`config.mk`:
```
export PLATFORM = sky130hd
export DESIGN_NAME = itp_timing
export DESIGN_NICKNAME = d
export VERILOG_FILES = /design/src/shared/itp_pkg.sv /design/src/logic/itp_timing.sv
export SDC_FILE = /design/constraint.sdc
export NUM_CORES = 1
export LEC_CHECK = 0
export BUFFER_PORTS_ARGS = -buffer_cell sky130_fd_sc_hd__buf_2
export CORE_MARGIN = 2
export CORE_UTILIZATION = 45
export CTS_BUF_LIST = sky130_fd_sc_hd__clkbuf_2
export CTS_CLUSTER_DIAMETER = 80
export DETAILED_ROUTE_END_ITERATION = 7
export PLACE_DENSITY = 0.69
export REMOVE_ABC_BUFFERS = 1
export SYNTH_ARGS = -nofsm -noshare
export SYNTH_HDL_FRONTEND = slang
export SYNTH_SLANG_ARGS = --single-unit
```
`constraint.sdc`:
```
create_clock -name clk_sys -period 15.63 [get_ports clk_sys]
set_input_delay 0.7815 -clock clk_sys [delete_from_list [all_inputs] [get_ports clk_sys]]
set_output_delay 0.7815 -clock clk_sys [all_outputs]
set_load 0.05 [all_outputs]
```
`src/shared/itp_pkg.sv`:
```
package itp_pkg;
  localparam logic [7:0] OFS_TICK_DIV = 8'h00;
  localparam logic [7:0] OFS_BEGIN_COND = 8'h04;
  localparam logic [7:0] OFS_END_IDLE = 8'h08;
  localparam logic [7:0] OFS_DATA_SH = 8'h0c;
  localparam logic [7:0] OFS_CLK_HL = 8'h10;
  localparam logic [7:0] OFS_STATUS = 8'h14;
  localparam int LO_LSB = 0;
  localparam int HI_LSB = 16;
  localparam int FLD_W = 16;
  localparam logic [15:0] RST_MICRO_DIV = 16'h0063;
  localparam logic [15:0] RST_MILLI_DIV = 16'h03e7;
  localparam logic [15:0] RST_BEGIN_SETUP = 16'h01d7;
  localparam logic [15:0] RST_BEGIN_HOLD = 16'h0191;
  localparam logic [15:0] RST_END_SETUP = 16'h0191;
  localparam logic [15:0] RST_QUIET = 16'h0033;
  localparam logic [15:0] RST_DATA_SETUP = 16'h007e;
  localparam logic [15:0] RST_DATA_HOLD = 16'h001f;
  localparam logic [15:0] RST_CLK_HIGH = 16'h01f4;
  localparam logic [15:0] RST_CLK_LOW = 16'h01f4;
  localparam int ST_BOOT = 0;
  localparam int ST_BUSY = 1;
  localparam int ST_IDLE = 2;
  localparam int ST_QUIET_SDA = 3;
  typedef enum logic [2:0]
  {
    PH_BEGIN_SETUP = 3'h0,
    PH_BEGIN_HOLD = 3'h1,
    PH_END_SETUP = 3'h2,
    PH_END_HOLD = 3'h3,
    PH_DATA_SETUP = 3'h4,
    PH_DATA_HOLD = 3'h5,
    PH_CLK_HIGH = 3'h6,
    PH_CLK_LOW = 3'h7
  } itp_phase_t;
  typedef enum logic [1:0]
  {
    CS_WAIT = 2'b00,
    CS_COUNT = 2'b01,
    CS_DONE = 2'b11
  } itp_cstate_t;
  typedef struct packed
  {
    logic wr;
    logic rd;
    logic [7:0] addr;
    logic [31:0] wdata;
  } itp_bus_req_t;
  typedef struct packed
  {
    logic scl;
    logic sda;
  } itp_lines_t;
endpackage : itp_pkg

```
`src/logic/itp_timing.sv`:
```
// Added by the designer: the placing of the registers and strobed register access.
`timescale 1ns/1ps
module itp_timing (
  input wire logic clk_sys,
  input wire logic rst,
  input wire logic ce,
  input wire itp_pkg::itp_bus_req_t bus_req,
  output logic [31:0] rd_data,
  input wire logic boot_active,
  input wire itp_pkg::itp_lines_t lines,
  input wire logic phase_start,
  input wire itp_pkg::itp_phase_t phase_sel,
  input wire logic idle_check,
  output logic phase_done,
  output logic phase_busy,
  output logic bus_idle,
  output logic micro_tick,
  output logic milli_tick
);
  logic [31:0] live_reg [5];
  logic [31:0] live_next [5];
  logic [31:0] shad_reg [5];
  logic [31:0] shad_next [5];
  logic [31:0] rd_data_reg, rd_data_next;
  logic [15:0] us_cnt_reg, us_cnt_next, ms_cnt_reg, ms_cnt_next;
  logic us_tick_reg, us_tick_next, ms_tick_reg, ms_tick_next;
  itp_pkg::itp_cstate_t cs_reg, cs_next;
  itp_pkg::itp_phase_t sel_reg, sel_next;
  logic [15:0] cnt_reg, cnt_next;
  logic busy_reg, busy_next, done_reg, done_next;
  logic [15:0] q_cnt_reg, q_cnt_next;
  logic idle_reg, idle_next, need_sda_reg, need_sda_next;

  function automatic logic [15:0] fld(input logic [31:0] r, input int lsb);
    fld = r[lsb +: itp_pkg::FLD_W];
  endfunction : fld

  function automatic logic [2:0] reg_index(input logic [7:0] a);
    reg_index = a[4:2];
  endfunction : reg_index

  // Cycle count for each phase, always from the shadow copy
  function automatic logic [15:0] phase_count(input itp_pkg::itp_phase_t p);
    case (p)
      itp_pkg::PH_BEGIN_SETUP: phase_count = fld(shad_reg[1], itp_pkg::LO_LSB);
      itp_pkg::PH_BEGIN_HOLD: phase_count = fld(shad_reg[1], itp_pkg::HI_LSB);
      itp_pkg::PH_END_SETUP: phase_count = fld(shad_reg[2], itp_pkg::LO_LSB);
      itp_pkg::PH_END_HOLD: phase_count = fld(shad_reg[1], itp_pkg::LO_LSB);
      itp_pkg::PH_DATA_SETUP: phase_count = fld(shad_reg[3], itp_pkg::LO_LSB);
      itp_pkg::PH_DATA_HOLD: phase_count = fld(shad_reg[3], itp_pkg::HI_LSB);
      itp_pkg::PH_CLK_HIGH: phase_count = fld(shad_reg[4], itp_pkg::LO_LSB);
      itp_pkg::PH_CLK_LOW: phase_count = fld(shad_reg[4], itp_pkg::HI_LSB);
      default: phase_count = 16'h0000;
    endcase
  endfunction : phase_count

  // Line condition that must hold while a phase counts; a break restarts it
  function automatic logic lines_hold(input itp_pkg::itp_phase_t p, input itp_pkg::itp_lines_t l);
    case (p)
      itp_pkg::PH_BEGIN_SETUP: lines_hold = l.scl & l.sda;
      itp_pkg::PH_END_SETUP: lines_hold = l.scl & ~l.sda;
      default: lines_hold = 1'b1;
    endcase
  endfunction : lines_hold

  localparam logic [31:0] RST_VAL [5] = '{
    {itp_pkg::RST_MILLI_DIV, itp_pkg::RST_MICRO_DIV},
    {itp_pkg::RST_BEGIN_HOLD, itp_pkg::RST_BEGIN_SETUP},
    {itp_pkg::RST_QUIET, itp_pkg::RST_END_SETUP},
    {itp_pkg::RST_DATA_HOLD, itp_pkg::RST_DATA_SETUP},
    {itp_pkg::RST_CLK_LOW, itp_pkg::RST_CLK_HIGH}
  };

  // Register file and shadow copies
  generate
    for (genvar i = 0; i < 5; i++)
    begin : g_regs
      always_comb
      begin
        live_next[i] = live_reg[i];
        if (bus_req.wr && bus_req.addr[1:0] == 2'b00 && bus_req.addr[7:5] == 3'h0 && reg_index(bus_req.addr) == i)
        begin
          live_next[i] = bus_req.wdata;
        end
        shad_next[i] = boot_active ? shad_reg[i] : live_reg[i];
      end
      always_ff @(posedge clk_sys or posedge rst)
      begin
        if (rst)
        begin
          live_reg[i] <= RST_VAL[i];
          shad_reg[i] <= RST_VAL[i];
        end
        else if (ce)
        begin
          live_reg[i] <= live_next[i];
          shad_reg[i] <= shad_next[i];
        end
      end
    end
  endgenerate

  always_comb
  begin
    rd_data_next = 32'h0000_0000;
    if (bus_req.rd)
    begin
      if (bus_req.addr == itp_pkg::OFS_STATUS)
      begin
        rd_data_next[itp_pkg::ST_BOOT] = boot_active;
        rd_data_next[itp_pkg::ST_BUSY] = phase_busy;
        rd_data_next[itp_pkg::ST_IDLE] = idle_reg;
        rd_data_next[itp_pkg::ST_QUIET_SDA] = need_sda_reg;
      end
      else if (bus_req.addr[1:0] == 2'b00 && bus_req.addr < itp_pkg::OFS_STATUS)
      begin
        rd_data_next = live_reg[reg_index(bus_req.addr)];
      end
    end
  end

  // Cascaded tick dividers
  always_comb
  begin
    us_cnt_next = us_cnt_reg + 16'h0001;
    us_tick_next = 1'b0;
    ms_cnt_next = ms_cnt_reg;
    ms_tick_next = 1'b0;
    if (us_cnt_reg >= fld(shad_reg[0], itp_pkg::LO_LSB))
    begin
      us_cnt_next = 16'h0000;
      us_tick_next = 1'b1;
    end
    if (us_tick_reg)
    begin
      ms_cnt_next = ms_cnt_reg + 16'h0001;
      if (ms_cnt_reg >= fld(shad_reg[0], itp_pkg::HI_LSB))
      begin
        ms_cnt_next = 16'h0000;
        ms_tick_next = 1'b1;
      end
    end
  end

  // Phase counter
  always_comb
  begin
    cs_next = cs_reg;
    sel_next = sel_reg;
    cnt_next = cnt_reg;
    case (cs_reg)
      itp_pkg::CS_WAIT, itp_pkg::CS_DONE:
      begin
        cs_next = itp_pkg::CS_WAIT;
        if (phase_start)
        begin
          cs_next = itp_pkg::CS_COUNT;
          sel_next = phase_sel;
          cnt_next = phase_count(phase_sel);
        end
      end
      itp_pkg::CS_COUNT:
      begin
        if (sel_reg == itp_pkg::PH_CLK_HIGH && !lines.scl)
        begin
          cs_next = itp_pkg::CS_DONE;
        end
        else if (!lines_hold(sel_reg, lines))
        begin
          cnt_next = phase_count(sel_reg);
        end
        else if (cnt_reg <= 16'h0001)
        begin
          cs_next = itp_pkg::CS_DONE;
        end
        else
        begin
          cnt_next = cnt_reg - 16'h0001;
        end
      end
      default: cs_next = itp_pkg::CS_WAIT;
    endcase
    // Status outputs come from their own flops
    busy_next = (cs_next == itp_pkg::CS_COUNT);
    done_next = (cs_next == itp_pkg::CS_DONE);
  end

  // Bus quiet detector, in micro ticks
  always_comb
  begin
    q_cnt_next = q_cnt_reg;
    idle_next = idle_reg;
    need_sda_next = need_sda_reg;
    if (idle_check)
    begin
      need_sda_next = 1'b1;
      idle_next = 1'b0;
      q_cnt_next = 16'h0000;
    end
    else if (!(lines.scl && (lines.sda || !need_sda_reg)))
    begin
      idle_next = 1'b0;
      q_cnt_next = 16'h0000;
    end
    else if (fld(shad_reg[2], itp_pkg::HI_LSB) == 16'h0000)
    begin
      idle_next = 1'b1;
    end
    else if (us_tick_reg && !idle_reg)
    begin
      q_cnt_next = q_cnt_reg + 16'h0001;
      if (q_cnt_next >= fld(shad_reg[2], itp_pkg::HI_LSB))
      begin
        idle_next = 1'b1;
      end
    end
  end

  always_ff @(posedge clk_sys or posedge rst)
  begin
    if (rst)
    begin
      rd_data_reg <= 32'h0000_0000;
      us_cnt_reg <= 16'h0000;
      ms_cnt_reg <= 16'h0000;
      us_tick_reg <= 1'b0;
      ms_tick_reg <= 1'b0;
      cs_reg <= itp_pkg::CS_WAIT;
      sel_reg <= itp_pkg::PH_BEGIN_SETUP;
      cnt_reg <= 16'h0000;
      q_cnt_reg <= 16'h0000;
      idle_reg <= 1'b0;
      need_sda_reg <= 1'b0;
      busy_reg <= 1'b0;
      done_reg <= 1'b0;
    end
    else if (ce)
    begin
      rd_data_reg <= rd_data_next;
      us_cnt_reg <= us_cnt_next;
      ms_cnt_reg <= ms_cnt_next;
      us_tick_reg <= us_tick_next;
      ms_tick_reg <= ms_tick_next;
      cs_reg <= cs_next;
      sel_reg <= sel_next;
      cnt_reg <= cnt_next;
      q_cnt_reg <= q_cnt_next;
      idle_reg <= idle_next;
      need_sda_reg <= need_sda_next;
      busy_reg <= busy_next;
      done_reg <= done_next;
    end
  end

  assign rd_data = rd_data_reg;
  assign micro_tick = us_tick_reg;
  assign milli_tick = ms_tick_reg;
  assign phase_done = done_reg;
  assign phase_busy = busy_reg;
  assign bus_idle = idle_reg;
endmodule : itp_timing

```
==> flow_summary_export.csv, run 1 <==
group,metric,value,unit
clock_tree,clkTransAtPathRegs,0.11,ns
power,power.ir.vdd_worst,62.4,uV
grt,grt_pass1_wl,88900,um
synthesis,ys.flop_type,"dfrtp_1",
drt,firstDrtPassIters,7,
cells_and_area,final_cell_mix,"dfrtp_1 (319), mux2_2 (289), clkbuf_2 (158)",
cells_and_area,final_common_cell,"dfrtp_1",
synthesis,ys_types,72,
synthesis,synthCells,1837,
placed_design,dpl_cell_area,0.0223,mm^2
drt,viasPerCell,5.62,
clock_tree,insertion_delay,1.14,ns
synthesis,ys_ff_latch,427,
timing,grt_setup_unrepaired,"false",
timing,fin_crit,3.19,ns
critical_path,start_kind,"primary input",
clock_tree,cts_buffers,109,
power,p_per_area,105,mW/mm^2
clock_tree,cts_max_level,3,
synthesis,async_flop_share,100,%
critical_path,path_cells,"buf_2, buf_4, nor2b_1, and2_1, nand3_2, mux2_2",
synthesis,synth_area_per_cell,11.6,um^2
drt,drc,6,
critical_path,arrival,4.13,ns
cells_and_area,synthToLayoutAreaGrowth,10.9,%
clock_tree,cts_max_path_buffers,3,
cells_and_area,drive_gt1_share,34.9,%
placed_design,place_congestion,0.879,
grt,grt_use_total,23.1,%
critical_path,path_max_fanout,32,
placed_design,portBuffers,89,
critical_path,crit_type,"in2reg",
hold_path,hp-class,"in2reg",
outcome,violations,"DRC",
synthesis,synth_top_area_share,37.5,%
critical_path,crit_buf_inv,2,
critical_path,cp.required,16.57,ns
drt,wirelength,56100,um
outcome,status,"complete, but fails checks",
flow_run,max_cap_violations,0,
grt,grt_pass1_vias,15568,
timing,fin_tns_setup,0,ns
grt,antenna_found_initial,2,
floorplanning,core-area,0.0467,mm^2
clock_tree,cts_resized,0,
timing,finalHoldViolCount,0,
placed_design,post-dp-hpwl,37300,um
critical_path,slowest_stage,"nand3_2",
floorplanning,rows,79,
synthesis,yosysWarnings,0,
cells_and_area,final_cell_area,0.0236,mm^2
drt,route.vias.total,15149,
synthesis,synth_top_area_cell,"dfrtp_1",
timing,timing.final.crit_share,20.4,%
floorplanning,die_h,222,um
clock_tree,cts_setup_buffers,0,
timing,timing.hold.ws,0.189,ns
timing,slew_headroom,24.7,%
cells_and_area,layout.nets,2098,
grt,grt_overflow,0,
critical_path,cp-end-kind,"flip-flop",
clock_tree,cts.sinks,427,
synthesis,synth_area_leaders,"dfrtp_1 (37%), mux2_2 (15%), dfstp_2 (13%)",
timing,worst_pin_slew,1.13,ns
floorplanning,die-area,0.0491,mm^2
timing,clock_skew,0.0864,ns
synthesis,synth-edff-count,0,
clock_tree,cts_root_buffer,"clkbuf_2",
floorplanning,die-width,222,um
power,leakagePower,0.0109,uW
drt,wire_per_inst,20.8,um
floorplanning,start_util,45.7,%
drt,drtIter0Drc,1139,
synthesis,seq_area_frac_synth,50.8,%
clock_tree,cts_tree,"built",
drt,ant_nets,0,
critical_path,crit_family,"simple AND/OR/NAND/NOR gates",
synthesis,syn_area,0.0213,mm^2
timing,finalSetupViolCount,0,
timing,max_freq,0.313,GHz
floorplanning,ios,90,
timing,finalMaxSlewViolations,0,
grt,grt_max_degree,206,
critical_path,slowest_delay,0.89,ns
[per-layer routing]
layer | track usage (%) | part of all wire [%] | vias to the layer above
met2 | 37.6 | 48 | 381
li1 | - | - | 7031
met5 | 0 | 0 | -
met3 | 4.73 | 4.6 | 103
met4 | 8.02 | 2.5 | 0
met1 | 30.7 | 45 | 7634
[synthesized netlist by cell type (5+ instances only)]
cell	n
o21ai_0	122
o31ai_1	5
dfstp_2	108
o2bb2ai_1	38
a211oi_1	47
mux2_2	289
mux4_2	23
o22ai_1	6
clkbuf_1	64
nand3_1	39
a22o_1	10
inv_1	70
nor4_1	8
mux2i_1	57
a21oi_1	53
buf_2	19
nand4_1	18
and3_1	5
a221oi_1	7
xor2_1	18
nor2b_1	36
nor3_1	16
ha_1	55
and4_1	6
buf_4	12
nand2_1	134
o211ai_1	9
a21o_1	15
or3_1	7
or2_2	5
nand2b_1	16
buf_1	10
nor2_1	98
dfrtp_1	319
a31oi_1	10
xnor2_1	27
[kinds of logic after synthesis]
kind of cell	synth area share, %
AOI/OAI and AO/OA	11.1
DFF	50.8
adders and majority gates	3.32
xor gates and xnor gates	1.85
muxes	20.4
and+or+nand+nor	9.02
buffers and inverters	3.48
[area by class of cell]
class | instances | area [um^2]
fillers | 4189 | 23000
diodes | 4 | 10.0
multi-input cells | 1233 | 9790
clock buffers | 158 | 791
well taps | 607 | 759
inverters | 71 | 274
clock inverters | 48 | 191
repair buffers | 148 | 1000
flip-flops and latches | 427 | 10800
[power breakdown]
group / internal, uW / switching, uW
sequential: 1170 / 71.5
combinational: 183 / 314
clock: 276 / 473
[through the flow]
stage / util (%) / std cells / total power, uW / setup WS [ns]
2_1_floorplan: - / 1731 / 1570 / 3.14
3_3_place_gp: 47.8 / 2452 / 1740 / 11.46
5_1_grt: 50.7 / 2695 / 2630 / 12.24
6_report: 50.7 / 2696 / 2490 / 12.44
3_5_place_dp: 47.8 / 2452 / 1750 / 11.37
4_1_cts: 50.6 / 2692 / 2520 / 12.54
[what timing repair did]
item / in CTS / in global routing
setup endpoints to repair: 0 / 0
hold buffers: 34 / 0
endpoints found under the hold margin: 235 / 0
[final timing paths]
check / from / to / slack, ns / cells past startpoint
worst max-delay path: bus_req[36] / live_reg[15] / 12.44 / 6
worst min-delay path: phase_start / sel_reg[1] / 0.19 / 3
worst max register to register: sel_reg[1] / cnt_reg[10] / 12.53 / 7
worst min register to register: live_reg[153] / shad_reg[153] / 0.49 / 2
max in group asynchronous: rst / live_reg[3] / 12.83 / 5
min in group asynchronous: rst / live_reg[139] / 0.27 / 3
[worst min-delay path: cells and delay by family]
kind                   cells  cell delay [ns]
AND/OR/NAND/NOR            1             0.22
AO/OA/AOI/OAI              1             0.11
buffers and inverters      1             0.12
(Power assumes the default switching activity.)
==> inputs of run 2 (changes only) <==
PLACE_DENSITY = 0.72   (was 0.69)
clock period = 2.7 ns   (was 15.63 ns; I/O delays follow)
==> run 2 against run 1 <==
  * Setup slack worse by 12 ns
  * Highest routed layer unchanged
  * Largest cell class unchanged
  * Utilization grew 2.3 points
  * The run still ends with DRC left
  * Die area unchanged
==> flow_summary_export.csv, run 2 (same netlist as run 1, synthesis figures left out) <==
group,metric,value,unit
placed_design,place_congestion,0.934,
timing,timing.final.crit_share,93.4,%
cells_and_area,drive_gt1_share,35.5,%
drt,drtIter0Drc,1070,
placed_design,post-dp-hpwl,40300,um
cells_and_area,layout.nets,2205,
timing,finalMaxSlewViolations,0,
cells_and_area,synthToLayoutAreaGrowth,16.0,%
power,power.internal,9680,uW
clock_tree,cts_buffers,108,
floorplanning,rows,79,
power,p_per_area,597,mW/mm^2
placed_design,portBuffers,89,
clock_tree,cts_setup_buffers,0,
timing,finalHoldViolCount,0,
clock_tree,insertion_delay,1.14,ns
flow_run,max_cap_violations,0,
power,pwr-share-comb,21.5,%
hold_path,hp-start,"bus_req[40]",
power,p_seq_share,48.5,%
cells_and_area,final_cell_mix,"dfrtp_1 (318), mux2_2 (289), clkbuf_2 (166)",
grt,grt_use_total,24.1,%
floorplanning,die_h,222,um
critical_path,arrival,3.50,ns
critical_path,crit_type,"in2reg",
outcome,status,"complete, but fails checks",
critical_path,r2r-start,"q_cnt_reg[4]",
hold_path,hp-class,"in2reg",
timing,max_freq,0.397,GHz
drt,wire_per_inst,20.8,um
drt,firstDrtPassIters,7,
critical_path,cp-end-kind,"flip-flop",
critical_path,worstReg2RegEnd,"bus_idle",
outcome,violations,"DRC",
critical_path,cp.required,3.68,ns
cells_and_area,final_common_cell,"dfrtp_1",
timing,slew_headroom,26.9,%
timing,worst_pin_slew,1.09,ns
floorplanning,start_util,45.7,%
floorplanning,ios,90,
timing,clock_skew,0.0806,ns
clock_tree,cts_root_buffer,"clkbuf_2",
timing,grt_setup_unrepaired,"false",
clock_tree,cts.sinks,427,
drt,drc,6,
drt,route.vias.total,15860,
critical_path,path_max_fanout,16,
grt,grt_max_degree,88,
power,power.ir.vdd_worst,235,uV
power,swShare,34.4,%
power,finalPower,14800,uW
clock_tree,clkTransAtPathRegs,0.11,ns
clock_tree,cts_max_path_buffers,3,
power,leakagePower,0.0115,uW
grt,antenna_found_initial,2,
floorplanning,die-width,222,um
floorplanning,die-area,0.0491,mm^2
power,switching_power,5080,uW
timing,timing.hold.ws,0.148,ns
critical_path,r2r_slack,0.21,ns
critical_path,r2r_cells,11,
drt,wirelength,58400,um
critical_path,start_kind,"primary input",
grt,grt_overflow,0,
floorplanning,core-area,0.0467,mm^2
power,p_clk_share,30.0,%
grt,grt_pass1_vias,16280,
drt,viasPerCell,5.66,
hold_path,worstHoldPathCells,5,
timing,fin_crit,2.52,ns
clock_tree,cts_tree,"built",
hold_path,whs_endpoint,"rd_data[2]",
timing,finalSetupViolCount,0,
drt,ant_nets,0,
grt,grt_pass1_wl,93000,um
clock_tree,cts_max_level,3,
-- run 2: metal layers --
metal	vias to the layer above	routed length [um]	global-route usage [%]
met3	122	2850	4.96
met2	411	27700	39.1
li1	7261	-	-
met4	0	1980	9.98
met5	-	0	0
met1	8066	25900	31.7
-- run 2: what timing repair did --
action / in CTS / in global routing
hold buffers: 97 / 0
gates resized for setup: 0 / 6
hold endpoints to repair: 848 / 0
setup endpoints to repair: 0 / 16
-- run 2: worst max path at each step --
stage | from | end | slack, ns | depth (start not counted)
2_1_floorplan | rst | bus_idle | -9.15 | 1
3_3_place_gp | q_cnt_reg[2] | bus_idle | 0.20 | 11
3_5_place_dp | shad_reg[153] | ms_cnt_reg[2] | 0.10 | 9
4_1_cts | us_cnt_reg[10] | us_cnt_reg[10] | 0.15 | 7
5_1_grt | q_cnt_reg[3] | bus_idle | 0.002 | 11
6_report | ce | live_reg[91] | 0.18 | 10
-- run 2: worst max-delay path: stages --
cell and delay, ns:
dlygate4sd3_1 0.52, buf_2 0.22, inv_2 0.10, nor3_2 0.22
nand3b_1 0.12, dlygate4sd3_1 0.72, nor3b_4 0.25, buf_4 0.28
mux2_1 0.34, dlygate4sd3_1 0.58
-- run 2: area by class of cell --
| cell class | count | area, um^2 |
|---|---|---|
| fillers | 4144 | 21900 |
| multi-input cells | 1233 | 9800 |
| clock buffers | 166 | 831 |
| clock inverters | 39 | 155 |
| diodes | 3 | 7.51 |
| inverters | 71 | 274 |
| repair buffers | 256 | 2070 |
| flip-flops and latches | 427 | 10800 |
| well taps | 607 | 759 |
-- run 2: power by group through the flow --
stage | logic (uW) | clock network [uW] | registers [uW]
3_5_place_dp | 3030 | 0 | 7260
3_3_place_gp | 2980 | 0 | 7250
5_1_grt | 3510 | 4900 | 7210
2_1_floorplan | 1800 | 0 | 7300
4_1_cts | 3150 | 4550 | 7150
6_report | 3180 | 4420 | 7160
-- run 2: through the flow --
step	setup slack, ns	instance area (um^2)	cells	setup TNS, ns	utilization [%]
2_1_floorplan	-9.15	20800	1731	-4633.34	-
4_1_cts	0.148	24700	2799	0	52.9
3_5_place_dp	0.102	22700	2497	0	48.7
6_report	0.179	24700	2802	0	53.0
3_3_place_gp	0.204	22700	2497	0	48.7
5_1_grt	0.00185	24700	2802	0	53.0
